===== config.mk =====
export PLATFORM = sky130hd
export DESIGN_NAME = bsc_branch_skip_control
export DESIGN_NICKNAME = d
export VERILOG_FILES = /design/src/bsc_pkg.sv /design/src/bsc_branch_skip_control.sv /design/src/bsc_cycle_timer.sv
export VERILOG_INCLUDE_DIRS = /design/src /design/src/src
export SDC_FILE = /design/constraint.sdc
export NUM_CORES = 1
export LEC_CHECK = 0
export BUFFER_PORTS_ARGS = -buffer_cell sky130_fd_sc_hd__buf_2
export CAP_MARGIN = 10
export CORE_MARGIN = 8
export CORE_UTILIZATION = 45
export CTS_CLUSTER_DIAMETER = 50
export CTS_CLUSTER_SIZE = 16
export DETAILED_ROUTE_END_ITERATION = 7
export PLACE_DENSITY_LB_ADDON = 0.25
export REMOVE_ABC_BUFFERS = 1
export SLEW_MARGIN = 30
export SYNTH_ARGS = -nofsm -noshare
export SYNTH_HDL_FRONTEND = slang
export SYNTH_HIERARCHICAL = 1
export SYNTH_SLANG_ARGS = --single-unit
export TNS_END_PERCENT = 1

===== constraint.sdc =====
create_clock -name i_clk -period 5.2 [get_ports i_clk]
set_input_delay 1.56 -clock i_clk [delete_from_list [all_inputs] [get_ports i_clk]]
set_output_delay 1.56 -clock i_clk [all_outputs]
set_load 0.01 [all_outputs]

===== src/bsc_defines.svh =====
`ifndef BSC_DEFINES_SVH
`define BSC_DEFINES_SVH

// Cycle costs of each instruction class
`define BSC_CYC_ONE          3'h1
`define BSC_CYC_TWO          3'h2
`define BSC_CYC_THREE        3'h3
`define BSC_CYC_FOUR         3'h4

// Program counter steps in words
`define BSC_PC_STEP_ONE      16'h0001
`define BSC_PC_STEP_TWO      16'h0002
`define BSC_PC_STEP_THREE    16'h0003

// Status flag bit positions
`define BSC_FLAG_C           3'h0
`define BSC_FLAG_Z           3'h1
`define BSC_FLAG_N           3'h2
`define BSC_FLAG_V           3'h3
`define BSC_FLAG_S           3'h4
`define BSC_FLAG_H           3'h5
`define BSC_FLAG_T           3'h6
`define BSC_FLAG_I           3'h7

// Register map, byte addresses on the Avalon slave
`define BSC_REG_CTRL         4'h0
`define BSC_REG_STATUS       4'h4
`define BSC_REG_LAST_PC      4'h8
`define BSC_REG_RETIRED      4'hc

// Control register fields and reset value
`define BSC_CTRL_ENABLE_BIT  0
`define BSC_CTRL_ENABLE_RST  1'h1

// Status register field positions
`define BSC_STAT_BUSY_BIT    0
`define BSC_STAT_CYC_LSB     4
`define BSC_STAT_CYC_MSB     6
`define BSC_STAT_FLAGS_LSB   8
`define BSC_STAT_FLAGS_MSB   15

`endif


===== src/bsc_pkg.sv =====
package bsc_pkg;

  // Control-flow operations presented by the fetch stage
  typedef enum logic [5:0] {
    OP_NONE,
    OP_RELATIVE_JUMP, OP_POINTER_JUMP, OP_ABSOLUTE_JUMP,
    OP_RELATIVE_INVOKE, OP_POINTER_INVOKE, OP_ABSOLUTE_INVOKE,
    OP_CALL_EXIT, OP_IRQ_EXIT,
    OP_COMPARE_SKIP_EQUAL, OP_COMPARE_REGS, OP_COMPARE_WITH_BORROW, OP_COMPARE_IMMEDIATE,
    OP_SKIP_REG_BIT_CLEAR, OP_SKIP_REG_BIT_SET, OP_SKIP_IO_BIT_CLEAR, OP_SKIP_IO_BIT_SET,
    OP_BRANCH_FLAG_SET, OP_BRANCH_FLAG_CLEAR,
    OP_BRANCH_ZERO, OP_BRANCH_NONZERO,
    OP_BRANCH_CARRY_SET, OP_BRANCH_CARRY_CLEAR, OP_BRANCH_UNSIGNED_GE, OP_BRANCH_UNSIGNED_LT,
    OP_BRANCH_NEGATIVE, OP_BRANCH_POSITIVE, OP_BRANCH_SIGNED_GE, OP_BRANCH_SIGNED_LT,
    OP_BRANCH_HALFCARRY_SET, OP_BRANCH_HALFCARRY_CLEAR,
    OP_BRANCH_TBIT_SET, OP_BRANCH_TBIT_CLEAR,
    OP_BRANCH_OVERFLOW_SET, OP_BRANCH_OVERFLOW_CLEAR,
    OP_BRANCH_IRQ_ENABLED, OP_BRANCH_IRQ_DISABLED,
    OP_IO_BIT_SET, OP_IO_BIT_CLEAR
  } bsc_op_t;

endpackage

===== src/bsc_branch_skip_control.sv =====
// Chosen here: register access over Avalon-MM and the placing of the registers.
`timescale 1ns/1ps
`include "bsc_defines.svh"

module bsc_branch_skip_control (
  // Clock and reset
  input  wire logic            i_clk,
  input  wire logic            i_reset,
  // Avalon-MM register slave
  input  wire logic [3:0]      i_avs_address,
  input  wire logic            i_avs_read,
  input  wire logic            i_avs_write,
  input  wire logic [31:0]     i_avs_writedata,
  input  wire logic [3:0]      i_avs_byteenable,
  output logic      [31:0]     o_avs_readdata,
  output logic                 o_avs_waitrequest,
  // Operation request from fetch
  input  wire logic            i_op_valid,
  input  bsc_pkg::bsc_op_t     i_op,
  output logic                 o_op_ready,
  // Operands
  input  wire logic [15:0]     i_pc,
  input  wire logic [11:0]     i_offset,
  input  wire logic [15:0]     i_abs_addr,
  input  wire logic [15:0]     i_pointer,
  input  wire logic [15:0]     i_stack_pc,
  input  wire logic [7:0]      i_reg_d,
  input  wire logic [7:0]      i_reg_r,
  input  wire logic [7:0]      i_imm,
  input  wire logic [2:0]      i_bit_sel,
  input  wire logic [4:0]      i_io_addr,
  input  wire logic [7:0]      i_io_data,
  input  wire logic            i_next_two_word,
  input  wire logic [7:0]      i_status_flags,
  // Results
  output logic                 o_done,
  output logic [15:0]          o_next_pc,
  output logic [2:0]           o_cycles,
  output logic                 o_flags_we,
  output logic [7:0]           o_status_flags,
  output logic                 o_push_we,
  output logic [15:0]          o_push_data,
  output logic                 o_pop,
  output logic                 o_io_bit_we,
  output logic [4:0]           o_io_addr,
  output logic [2:0]           o_io_bit,
  output logic                 o_io_bit_val
);

  typedef struct packed {
    logic        ctrl_enable;
    logic        bus_ack;
    logic [31:0] readdata;
    logic [15:0] next_pc;
    logic [2:0]  cycles;
    logic [7:0]  flags;
    logic        flags_we;
    logic        push_we;
    logic [15:0] push_data;
    logic        pop;
    logic        io_we;
    logic [4:0]  io_addr;
    logic [2:0]  io_bit;
    logic        io_val;
    logic [15:0] retired;
  } bsc_state_t;

  bsc_state_t s;
  bsc_state_t next_s;

  logic        tmr_load;
  logic [2:0]  tmr_count;
  logic        tmr_busy;
  logic        tmr_last;
  logic        accept;
  logic        bus_req;
  logic [15:0] pc_seq;
  logic [15:0] pc_rel;
  logic [15:0] pc_skip;
  logic [2:0]  cyc_skip;
  logic [7:0]  cmp_b;
  logic        cmp_cin;
  logic [8:0]  cmp_diff;
  logic [4:0]  cmp_half;
  logic        cmp_v;
  logic [7:0]  cmp_flags;
  logic        br_is;
  logic        br_bit;
  logic        br_pol;
  logic        sk_is;
  logic        sk_hit;

  // Holds the op for its documented cycle count
  bsc_cycle_timer #(
    .WIDTH (3)
  ) u_timer (
    .i_clk   (i_clk),
    .i_reset (i_reset),
    .i_load  (tmr_load),
    .i_count (tmr_count),
    .o_busy  (tmr_busy),
    .o_last  (tmr_last)
  );

  // Handshakes; a new op may be taken on the last cycle of the previous one
  assign accept            = o_op_ready & i_op_valid;
  assign o_op_ready        = s.ctrl_enable & (~tmr_busy | tmr_last);
  assign bus_req           = i_avs_read | i_avs_write;
  assign o_avs_waitrequest = bus_req & ~s.bus_ack;

  // Program counter candidates
  assign pc_seq   = i_pc + `BSC_PC_STEP_ONE;
  assign pc_rel   = i_pc + 16'($signed(i_offset)) + `BSC_PC_STEP_ONE;
  assign pc_skip  = i_pc + (i_next_two_word ? `BSC_PC_STEP_THREE : `BSC_PC_STEP_TWO);
  assign cyc_skip = i_next_two_word ? `BSC_CYC_THREE : `BSC_CYC_TWO;

  // Subtractor shared by the three compares; result is never stored
  always_comb begin
    cmp_b   = (i_op == bsc_pkg::OP_COMPARE_IMMEDIATE) ? i_imm : i_reg_r;
    cmp_cin = (i_op == bsc_pkg::OP_COMPARE_WITH_BORROW) ?
              i_status_flags[`BSC_FLAG_C] : 1'b0;
    cmp_diff = {1'b0, i_reg_d} - {1'b0, cmp_b} - {8'h00, cmp_cin};
    cmp_half = {1'b0, i_reg_d[3:0]} - {1'b0, cmp_b[3:0]} - {4'h0, cmp_cin};
    cmp_v    = (i_reg_d[7] & ~cmp_b[7] & ~cmp_diff[7]) |
               (~i_reg_d[7] & cmp_b[7] & cmp_diff[7]);
    cmp_flags = i_status_flags;
    cmp_flags[`BSC_FLAG_C] = cmp_diff[8];
    cmp_flags[`BSC_FLAG_H] = cmp_half[4];
    cmp_flags[`BSC_FLAG_N] = cmp_diff[7];
    cmp_flags[`BSC_FLAG_V] = cmp_v;
    cmp_flags[`BSC_FLAG_S] = cmp_diff[7] ^ cmp_v;
    // With borrow, a zero result keeps Z so multi-byte compares chain
    if (i_op == bsc_pkg::OP_COMPARE_WITH_BORROW) begin
      cmp_flags[`BSC_FLAG_Z] = (cmp_diff[7:0] == 8'h00) & i_status_flags[`BSC_FLAG_Z];
    end else begin
      cmp_flags[`BSC_FLAG_Z] = (cmp_diff[7:0] == 8'h00);
    end
  end

  // Branch condition: tested flag value and the polarity that takes it
  always_comb begin
    br_is  = 1'b1;
    br_bit = 1'b0;
    br_pol = 1'b1;
    case (i_op)
      bsc_pkg::OP_BRANCH_FLAG_SET: br_bit = i_status_flags[i_bit_sel];
      bsc_pkg::OP_BRANCH_FLAG_CLEAR: begin
        br_bit = i_status_flags[i_bit_sel];
        br_pol = 1'b0;
      end
      bsc_pkg::OP_BRANCH_ZERO: br_bit = i_status_flags[`BSC_FLAG_Z];
      bsc_pkg::OP_BRANCH_NONZERO: begin
        br_bit = i_status_flags[`BSC_FLAG_Z];
        br_pol = 1'b0;
      end
      bsc_pkg::OP_BRANCH_CARRY_SET, bsc_pkg::OP_BRANCH_UNSIGNED_LT: begin
        br_bit = i_status_flags[`BSC_FLAG_C];
      end
      bsc_pkg::OP_BRANCH_CARRY_CLEAR, bsc_pkg::OP_BRANCH_UNSIGNED_GE: begin
        br_bit = i_status_flags[`BSC_FLAG_C];
        br_pol = 1'b0;
      end
      bsc_pkg::OP_BRANCH_NEGATIVE: br_bit = i_status_flags[`BSC_FLAG_N];
      bsc_pkg::OP_BRANCH_POSITIVE: begin
        br_bit = i_status_flags[`BSC_FLAG_N];
        br_pol = 1'b0;
      end
      // Uses N xor V directly rather than trusting a stored S
      bsc_pkg::OP_BRANCH_SIGNED_LT: begin
        br_bit = i_status_flags[`BSC_FLAG_N] ^ i_status_flags[`BSC_FLAG_V];
      end
      bsc_pkg::OP_BRANCH_SIGNED_GE: begin
        br_bit = i_status_flags[`BSC_FLAG_N] ^ i_status_flags[`BSC_FLAG_V];
        br_pol = 1'b0;
      end
      bsc_pkg::OP_BRANCH_HALFCARRY_SET: br_bit = i_status_flags[`BSC_FLAG_H];
      bsc_pkg::OP_BRANCH_HALFCARRY_CLEAR: begin
        br_bit = i_status_flags[`BSC_FLAG_H];
        br_pol = 1'b0;
      end
      bsc_pkg::OP_BRANCH_TBIT_SET: br_bit = i_status_flags[`BSC_FLAG_T];
      bsc_pkg::OP_BRANCH_TBIT_CLEAR: begin
        br_bit = i_status_flags[`BSC_FLAG_T];
        br_pol = 1'b0;
      end
      bsc_pkg::OP_BRANCH_OVERFLOW_SET: br_bit = i_status_flags[`BSC_FLAG_V];
      bsc_pkg::OP_BRANCH_OVERFLOW_CLEAR: begin
        br_bit = i_status_flags[`BSC_FLAG_V];
        br_pol = 1'b0;
      end
      bsc_pkg::OP_BRANCH_IRQ_ENABLED: br_bit = i_status_flags[`BSC_FLAG_I];
      bsc_pkg::OP_BRANCH_IRQ_DISABLED: begin
        br_bit = i_status_flags[`BSC_FLAG_I];
        br_pol = 1'b0;
      end
      default: br_is = 1'b0;
    endcase
  end

  // Skip condition for the compare and bit-test skips
  always_comb begin
    sk_is  = 1'b1;
    sk_hit = 1'b0;
    case (i_op)
      bsc_pkg::OP_COMPARE_SKIP_EQUAL: sk_hit = (i_reg_d == i_reg_r);
      bsc_pkg::OP_SKIP_REG_BIT_CLEAR: sk_hit = ~i_reg_r[i_bit_sel];
      bsc_pkg::OP_SKIP_REG_BIT_SET:   sk_hit = i_reg_r[i_bit_sel];
      bsc_pkg::OP_SKIP_IO_BIT_CLEAR:  sk_hit = ~i_io_data[i_bit_sel];
      bsc_pkg::OP_SKIP_IO_BIT_SET:    sk_hit = i_io_data[i_bit_sel];
      default:                        sk_is  = 1'b0;
    endcase
  end

  // Op dispatch, retire count and register slave
  always_comb begin
    next_s    = s;
    tmr_load  = accept;
    tmr_count = `BSC_CYC_ONE;
    if (accept) begin
      next_s.next_pc  = pc_seq;
      next_s.flags    = i_status_flags;
      next_s.flags_we = 1'b0;
      next_s.push_we  = 1'b0;
      next_s.push_data = pc_seq;
      next_s.pop      = 1'b0;
      next_s.io_we    = 1'b0;
      next_s.io_addr  = i_io_addr; // five-bit field reaches 0x00 to 0x1f only
      next_s.io_bit   = i_bit_sel;
      next_s.io_val   = 1'b0;
      case (i_op)
        bsc_pkg::OP_RELATIVE_JUMP: begin
          next_s.next_pc = pc_rel;
          tmr_count = `BSC_CYC_TWO;
        end
        bsc_pkg::OP_RELATIVE_INVOKE: begin
          next_s.next_pc = pc_rel;
          next_s.push_we = 1'b1;
          tmr_count = `BSC_CYC_THREE;
        end
        bsc_pkg::OP_POINTER_JUMP: begin
          next_s.next_pc = i_pointer;
          tmr_count = `BSC_CYC_TWO;
        end
        bsc_pkg::OP_POINTER_INVOKE: begin
          next_s.next_pc = i_pointer;
          next_s.push_we = 1'b1;
          tmr_count = `BSC_CYC_THREE;
        end
        bsc_pkg::OP_ABSOLUTE_JUMP: begin
          next_s.next_pc = i_abs_addr;
          tmr_count = `BSC_CYC_THREE;
        end
        bsc_pkg::OP_ABSOLUTE_INVOKE: begin
          // Return lands after the two-word instruction
          next_s.next_pc   = i_abs_addr;
          next_s.push_we   = 1'b1;
          next_s.push_data = i_pc + `BSC_PC_STEP_TWO;
          tmr_count = `BSC_CYC_FOUR;
        end
        bsc_pkg::OP_CALL_EXIT, bsc_pkg::OP_IRQ_EXIT: begin
          next_s.next_pc = i_stack_pc;
          next_s.pop     = 1'b1;
          tmr_count = `BSC_CYC_FOUR;
          if (i_op == bsc_pkg::OP_IRQ_EXIT) begin
            next_s.flags[`BSC_FLAG_I] = 1'b1;
            next_s.flags_we = 1'b1;
          end
        end
        bsc_pkg::OP_COMPARE_REGS, bsc_pkg::OP_COMPARE_IMMEDIATE,
        bsc_pkg::OP_COMPARE_WITH_BORROW: begin
          next_s.flags    = cmp_flags;
          next_s.flags_we = 1'b1;
        end
        bsc_pkg::OP_IO_BIT_SET, bsc_pkg::OP_IO_BIT_CLEAR: begin
          // Single-bit strobe keeps write-one-to-clear neighbours intact
          next_s.io_we  = 1'b1;
          next_s.io_val = (i_op == bsc_pkg::OP_IO_BIT_SET);
          tmr_count = `BSC_CYC_TWO;
        end
        default: begin
          if (br_is && (br_bit == br_pol)) begin
            next_s.next_pc = pc_rel;
            tmr_count = `BSC_CYC_TWO;
          end else if (sk_is && sk_hit) begin
            next_s.next_pc = pc_skip;
            tmr_count = cyc_skip;
          end
        end
      endcase
      next_s.cycles = tmr_count;
    end
    if (tmr_last) begin
      next_s.retired = s.retired + 16'h0001;
    end
    // One wait state: read data are latched, then presented with waitrequest low
    if (bus_req && !s.bus_ack) begin
      next_s.bus_ack  = 1'b1;
      next_s.readdata = 32'h0000_0000;
      if (i_avs_read) begin
        case (i_avs_address)
          `BSC_REG_CTRL: next_s.readdata[`BSC_CTRL_ENABLE_BIT] = s.ctrl_enable;
          `BSC_REG_STATUS: begin
            next_s.readdata[`BSC_STAT_BUSY_BIT] = tmr_busy;
            next_s.readdata[`BSC_STAT_CYC_MSB:`BSC_STAT_CYC_LSB] = s.cycles;
            next_s.readdata[`BSC_STAT_FLAGS_MSB:`BSC_STAT_FLAGS_LSB] = s.flags;
          end
          `BSC_REG_LAST_PC: next_s.readdata[15:0] = s.next_pc;
          `BSC_REG_RETIRED: next_s.readdata[15:0] = s.retired;
          default:          next_s.readdata = 32'h0000_0000;
        endcase
      end
    end else begin
      next_s.bus_ack = 1'b0;
    end
    // Write takes effect at the edge where waitrequest is low
    if (i_avs_write && s.bus_ack && (i_avs_address == `BSC_REG_CTRL) && i_avs_byteenable[0]) begin
      next_s.ctrl_enable = i_avs_writedata[`BSC_CTRL_ENABLE_BIT];
    end
  end

  always_ff @(posedge i_clk) begin
    if (i_reset) begin
      s             <= '0;
      s.ctrl_enable <= `BSC_CTRL_ENABLE_RST;
    end else begin
      s <= next_s;
    end
  end

  // Results stand from flops; side effects strobe on the final cycle
  assign o_avs_readdata = s.readdata;
  assign o_done         = tmr_last;
  assign o_next_pc      = s.next_pc;
  assign o_cycles       = s.cycles;
  assign o_status_flags = s.flags;
  assign o_flags_we     = tmr_last & s.flags_we;
  assign o_push_we      = tmr_last & s.push_we;
  assign o_push_data    = s.push_data;
  assign o_pop          = tmr_last & s.pop;
  assign o_io_bit_we    = tmr_last & s.io_we;
  assign o_io_addr      = s.io_addr;
  assign o_io_bit       = s.io_bit;
  assign o_io_bit_val   = s.io_val;

endmodule


===== src/bsc_cycle_timer.sv =====
`timescale 1ns/1ps
`include "bsc_defines.svh"

module bsc_cycle_timer #(
  parameter int WIDTH = 3
) (
  // Clock and reset
  input  wire logic             i_clk,
  input  wire logic             i_reset,
  // Load a new count
  input  wire logic             i_load,
  input  wire logic [WIDTH-1:0] i_count,
  // Progress
  output logic                  o_busy,
  output logic                  o_last
);

  typedef struct packed {
    logic [WIDTH-1:0] count;
  } bsc_timer_state_t;

  bsc_timer_state_t s;
  bsc_timer_state_t next_s;

  // Load wins over the countdown so a new op may start on the last cycle
  always_comb begin
    next_s = s;
    if (i_load) begin
      next_s.count = i_count;
    end else if (s.count != '0) begin
      next_s.count = s.count - WIDTH'(1);
    end
  end

  always_ff @(posedge i_clk) begin
    if (i_reset) begin
      s <= '0;
    end else begin
      s <= next_s;
    end
  end

  assign o_busy = (s.count != '0);
  assign o_last = (s.count == WIDTH'(1));

endmodule


Word level (Yosys, flattened, before mapping)
Index checks and enable logic that the tools add are counted.
{"block": "totals", "out_inout_bits": 91, "word_cells": 171, "in_bits": 176, "regBits": 109}
{"block": "op_classes", "reduce_logical": 34, "magnitude_cmp": 1, "bitwise_logic": 24, "add_sub_neg": 11, "n_eq_ne": 44, "n_mux": 41}
{"cell": "$eq A6 B5 Y1 const B", "n": 16}
{"cell": "$pmux W16 S5", "n": 1}
{"cell": "$mux W16", "n": 4}
{"cell": "$add A16 B1 Y16 const B", "n": 3}
{"cell": "$eq A6 B4 Y1 const B", "n": 8}
{"cell": "$eq A6 B6 Y1 const B", "n": 7}
{"cell": "$reduce_or A2 Y1", "n": 13}
{"cell": "$eq A6 B3 Y1 const B", "n": 4}
{"cell": "$pmux W8 S3", "n": 1}
{"cell": "$reduce_or A20 Y1", "n": 1}
{"cell": "$mux W1", "n": 18}
{"cell": "$add A16 B16 Y16", "n": 1}
{"cell": "$add A16 B2 Y16", "n": 1}
{"cell": "$add A16 B2 Y16 const B", "n": 1}
{"cell": "$and A1 B1 Y1", "n": 12}
{"cell": "$eq A6 B2 Y1 const B", "n": 2}
{"cell": "$pmux W3 S4", "n": 1}
{"cell": "$reduce_or A3 Y1", "n": 4}
{"cell": "$reduce_or A10 Y1", "n": 1}
{"cell": "$reduce_or A5 Y1", "n": 2}
{"cell": "$bmux W1 S3", "n": 3}
{"cell": "$pmux W1 S9", "n": 1}
{"cell": "$pmux W3 S3", "n": 1}
{"cell": "$sub A8 B8 Y9", "n": 1}
{"cell": "other kinds (29)", "n": 48}

Depth between registers and ports, before layout
{"block": "logic_depth", "word_depth": 9, "depth_mapped": 17, "mapped_depth_nobuf": 15}

Cells and area by module
Netlist, hierarchy kept.
{"module": "bsc_branch_skip_control", "area_per_inst_um2": 8473.1, "cells_each": 1100, "n_inst": 1, "seq_area_each_um2": 1801.7}
{"module": "bsc_cycle_timer", "area_per_inst_um2": 224.0, "cells_each": 23, "n_inst": 1, "seq_area_each_um2": 60.1}

Worst setup path before layout
No wires, ideal clock.
{"block": "synth_timing", "path_kind": "in2reg", "startpoint": "input i_op[3]", "endpoint": "register s, in the netlist o_status_flags[3]", "setup_slack_ps": 526, "t_arrival_ps": 4558, "t_required_ps": 5084, "path_stages": 15, "n_path_buf": 1, "setup_time_ps": 116, "cell_sequence": "buf_4 and4bb_2 nand2_1 mux2_2 fa_1 inv_1 ha_1 nand2_1 a21boi_0 o21a_1 o21a_1 o211ai_1 mux2i_1 a21oi_1 a31o_2"}
{"block": "synth_between", "elab_chain_len": 8, "word_cells_on_any_way": 16, "classes_between": "add/sub: 2; eq/ne: 3; mux: 3; bitwise: 7; reduce/logical: 1"}
{"element": "start: declaration", "line": "bsc_branch_skip_control.sv:19", "rtl": "input bsc_pkg::bsc_op_t i_op,"}
{"element": "$eq A6 B4 Y1", "line": "bsc_branch_skip_control.sv:119, bsc_branch_skip_control.sv:230"}
{"element": "$mux W8", "line": "bsc_branch_skip_control.sv:119", "rtl": "cmp_b = (i_op == bsc_pkg::OP_COMPARE_IMMEDIATE) ? i_imm : i_reg_r;"}
{"element": "$sub A8 B8 Y9", "line": "bsc_branch_skip_control.sv:122", "rtl": "cmp_diff = {1'b0, i_reg_d} - {1'b0, cmp_b} - {8'h00, cmp_cin};"}
{"element": "$sub A9 B1 Y9", "line": "bsc_branch_skip_control.sv:122"}
{"element": "$not A1 Y1", "line": "bsc_branch_skip_control.sv:124", "rtl": "cmp_v = (i_reg_d[7] & ~cmp_b[7] & ~cmp_diff[7]) |"}
{"element": "$and A1 B1 Y1", "line": "bsc_branch_skip_control.sv:124"}
{"element": "$or A1 B1 Y1", "line": "bsc_branch_skip_control.sv:124"}
{"element": "$mux W6 *", "line": "bsc_branch_skip_control.sv:230", "rtl": "case (i_op)"}
{"element": "end signal: assignment", "line": "bsc_branch_skip_control.sv:326", "rtl": "s <= next_s;"}
{"element": "end: declaration", "line": "bsc_branch_skip_control.sv:68", "rtl": "bsc_state_t s;"}
Every way passes the cells marked *; elsewhere a longest branch is shown, timed or not.
A chain may end at the register's enable or synchronous reset.

Worst setup path after layout
{"block": "layout_timing", "startpoint": "input i_op[5]", "endpoint": "register s, in the netlist o_status_flags[3]"}
The elaborated chain is that of the path after synthesis.

==> impl_metrics.csv <==
group,metric,value,unit
status,outcome,"completed",
setup_path,r2r_start,"u_timer/s[1]$_SDFFE_PP0P_",
setup_path,critical_path_required,5.44,ns
sta,drv_slew,0,
sta,setup_tns,0,ns
sta,whs,0.449,ns
grt,antenna_found_initial,0,
placement,finalWeightedCongestion,0.930,
pwr,powerDensity,308,mW/mm^2
logic_synthesis,syn-cell-area,0.00870,sq mm
logic_synthesis,synth_seq_cells,93,
cells_and_area,regArea,0.00186,sq mm
placement,port_buffers,216,
floorplanning,core,0.0192,sq mm
sta,clock_skew,0.00785,ns
logic_synthesis,ys_types,98,
detailed_routing,drt_iter0_drc,650,
clock_tree,post_cts_resized,0,
floorplanning,rows,51,
setup_path,cp-start-kind,"input port",
sta,final-setup-viol-count,0,
clock_tree,holdBufCountCts,0,
cells_and_area,fin_nets,1455,
cells_and_area,n_antenna_cell,0,
min_path,hold_depth,2,
cells_and_area,syn2layout_area_growth,11.0,%
placement,dp_hpwl,22700,um
logic_synthesis,synth.area.top_cells,"dfxtp_1 21%, buf_4 7.7%, ha_1 5.6%, nor2_1 5.5%, nand2_1 4.1%",
setup_path,cp-end-kind,"flop",
grt,first_global_vias,8239,
detailed_routing,wire_per_inst,19.1,um
cells_and_area,multi_input_area,0.00575,sq mm
grt,grt_pass1_wl,44600,um
clock_tree,numCtsBuffers,9,
clock_tree,cts_tree,"built",
pwr,p_leak,0.00416,uW
sta,min_period_over_period,88.0,%
floorplanning,die_w,155,um
detailed_routing,ant_nets,0,
setup_path,rrSetupSlack,2.05,ns
clock_tree,cts.path.max_buffers,2,
sta,finalHoldViolations,0,
logic_synthesis,ys_seq_area_share,21.4,%
clock_tree,cts_setup_buffers,0,
logic_synthesis,ys.flop_type,"dfxtp_1",
clock_tree,cts_sinks,93,
clock_tree,cts.clk_slew.worst_paths,0.07,ns
clock_tree,clk-insertion-delay-late,0.34,ns
sta,rsz0062_at_grt,"no",
clock_tree,ctsHtreeMaxLevel,3,
setup_path,criticalPathCategory,"input port to flop",
detailed_routing,vias,8552,
floorplanning,start_util,45.3,%
detailed_routing,wl,28700,um
setup_path,crit_arrival,4.82,ns
detailed_routing,remaining_drc_errors,0,
logic_synthesis,yosysWarnings,6,
logic_synthesis,synthArstFlopShare,0,%
cells_and_area,drive_gt1_share,24.8,%
logic_synthesis,avgSynthCellArea,7.74,sq um
setup_path,r2r-end,"o_next_pc[12]$_SDFFE_PP0P_",
grt,grt_use_total,23.3,%
logic_synthesis,syn-instance-count,1123,
grt,grt_max_degree,48,
logic_synthesis,synth-edff-count,0,
floorplanning,design.die.area,0.0240,sq mm
sta,worst_pin_slew,1.01,ns
floorplanning,io_pins,267,
pwr,ir_drop,160,uV
sta,slew_headroom,32.0,%
logic_synthesis,synth_top_area_share,21.4,%
cells_and_area,nFillCells,1943,
setup_path,reg2regPathDepth,12,
clock_tree,cts_root_buf,"clkbuf_16",
min_path,min_path_type,"flop to flop",
sta,finalCriticalPeriod,4.58,ns
sta,clock.fmax,218,MHz
detailed_routing,firstDrtPassIters,5,
min_path,hold_start,"o_push_data[0]$_SDFFE_PP0P_",
logic_synthesis,synth_top_area_cell,"dfxtp_1",
setup_path,cp_max_fo,7,
floorplanning,die_h,155,um
grt,grt_overflow,0,
min_path,min_to,"o_push_data[0]$_SDFFE_PP0P_",
job,drv_cap,0,
detailed_routing,post_drt_via_cell_ratio,5.68,
-- report_power, final --
part	leakage [uW]	internal (uW)	switching (uW)
logic	0.00326	535	819
registers	0.000760	858	124
clock network	0.000138	368	274
total	0.00416	1760	1220
-- metrics by stage --
step / setup WS (ns) / util, % / total power [uW] / cells / instance area (sq um)
finish: 0.622 / 50.3 / 2980 / 1506 / 9660
global route: 0.428 / 50.3 / 3180 / 1506 / 9660
detailed placement: 0.290 / 48.8 / 2340 / 1491 / 9370
floorplan: 0.666 / - / 1780 / 988 / 7790
global placement: 0.318 / 48.8 / 2320 / 1491 / 9370
CTS: 0.639 / 50.3 / 2980 / 1506 / 9660
-- placed cells by master, fill, tap and decap left out, types with 14 or more instances in the layout --
cell      count
o21ai_0      40
xnor2_1      36
ha_1         39
buf_4        22
nand4_1      16
buf_2       216
dfxtp_1      93
inv_1        47
nor3_1       25
a211oi_1     14
nor2_1      127
nand2_1      96
and3_1       15
nor2b_1      20
a21oi_1      62
xor2_1       33
mux2_2       20
nand3_1      32
conb_1       16
-- cell usage after synthesis, types with 7 or more instances --
cell type  number
mux2_2         20
a221o_1         8
a222oi_1        7
o21a_1         13
or3_1          13
a211oi_1       14
nand3_1        32
dfxtp_1        93
nor2b_1        20
a311oi_1        9
ha_1           39
buf_2          16
a22o_1         11
and3_1         15
nand4_1        16
a21oi_1        62
xor2_1         33
and2_1         10
nor2_1        127
inv_1          48
nor4_1          7
xnor2_1        36
o21ai_0        40
a22oi_1        13
buf_4          89
mux2i_1        12
a31oi_1         9
nand2_1        96
nor3_1         25
o211ai_1       10
clkbuf_1       38
nand2b_1       13
-- area by class of cell --
type	count	area share, %
Inverter	49	1.90
Clock inverter	5	0.544
Sequential cell	93	19.3
Tap cell	265	3.43
Multi-Input combinational cell	846	59.6
Timing Repair Buffer	238	12.9
Clock buffer	10	2.37
-- layer usage --
metal | vias to the layer above | track usage (%) | part of all wire [%]
met1 | 3985 | 31.8 | 45
met3 | 34 | 6.07 | 9.1
met2 | 367 | 35.2 | 44
li1 | 4164 | - | -
met4 | 2 | 6.67 | 2.1
met5 | - | 1.73 | 0.18
-- flip-flops by register name, indices dropped and copies added (netlist names) --
signal,count
o_next_pc,16
o_avs_readdata,16
o_status_flags,8
s,22
o_push_data,16
o_io_bit_val,1
o_io_bit,3
o_cycles,3
o_io_addr,5
u_timer/s,3
-- kinds of logic after synthesis --
| group | Yosys count | share of synthesized area, % |
|---|---|---|
| and+or+nand+nor | 416 | 24.1 |
| AOI/OAI and AO/OA | 263 | 21.9 |
| buffers and inverters | 199 | 13.2 |
| DFF | 93 | 21.4 |
| xor gates and xnor gates | 69 | 6.95 |
| adders and majority gates | 42 | 6.30 |
| muxes | 40 | 6.04 |
| other | 1 | 0.0431 |
-- critical path: stages --
cell and delay [ns]:
buf_2 0.10, and4bb_2 0.36, nand2_1 0.16, buf_4 0.22, mux2_2 0.27, ha_1 0.27, inv_1 0.04, ha_1 0.33
a21boi_0 0.15, o21a_1 0.21, o21a_1 0.17, o211ai_1 0.42, mux2i_1 0.25, a21oi_1 0.08, a31o_2 0.22
-- worst max-delay path by stage --
stage             from                        endpoint  depth (start not counted)
2_1_floorplan  i_op[5]  o_status_flags[3]$_SDFFE_PP0P_                         14
3_3_place_gp   i_op[5]  o_status_flags[3]$_SDFFE_PP0P_                         15
3_5_place_dp   i_op[5]  o_status_flags[3]$_SDFFE_PP0P_                         15
4_1_cts        i_op[5]  o_status_flags[3]$_SDFFE_PP0P_                         15
5_1_grt        i_op[5]  o_status_flags[1]$_SDFFE_PP0P_                         14
6_report       i_op[5]  o_status_flags[3]$_SDFFE_PP0P_                         15
No activity file was read; power rests on OpenSTA's default activity.
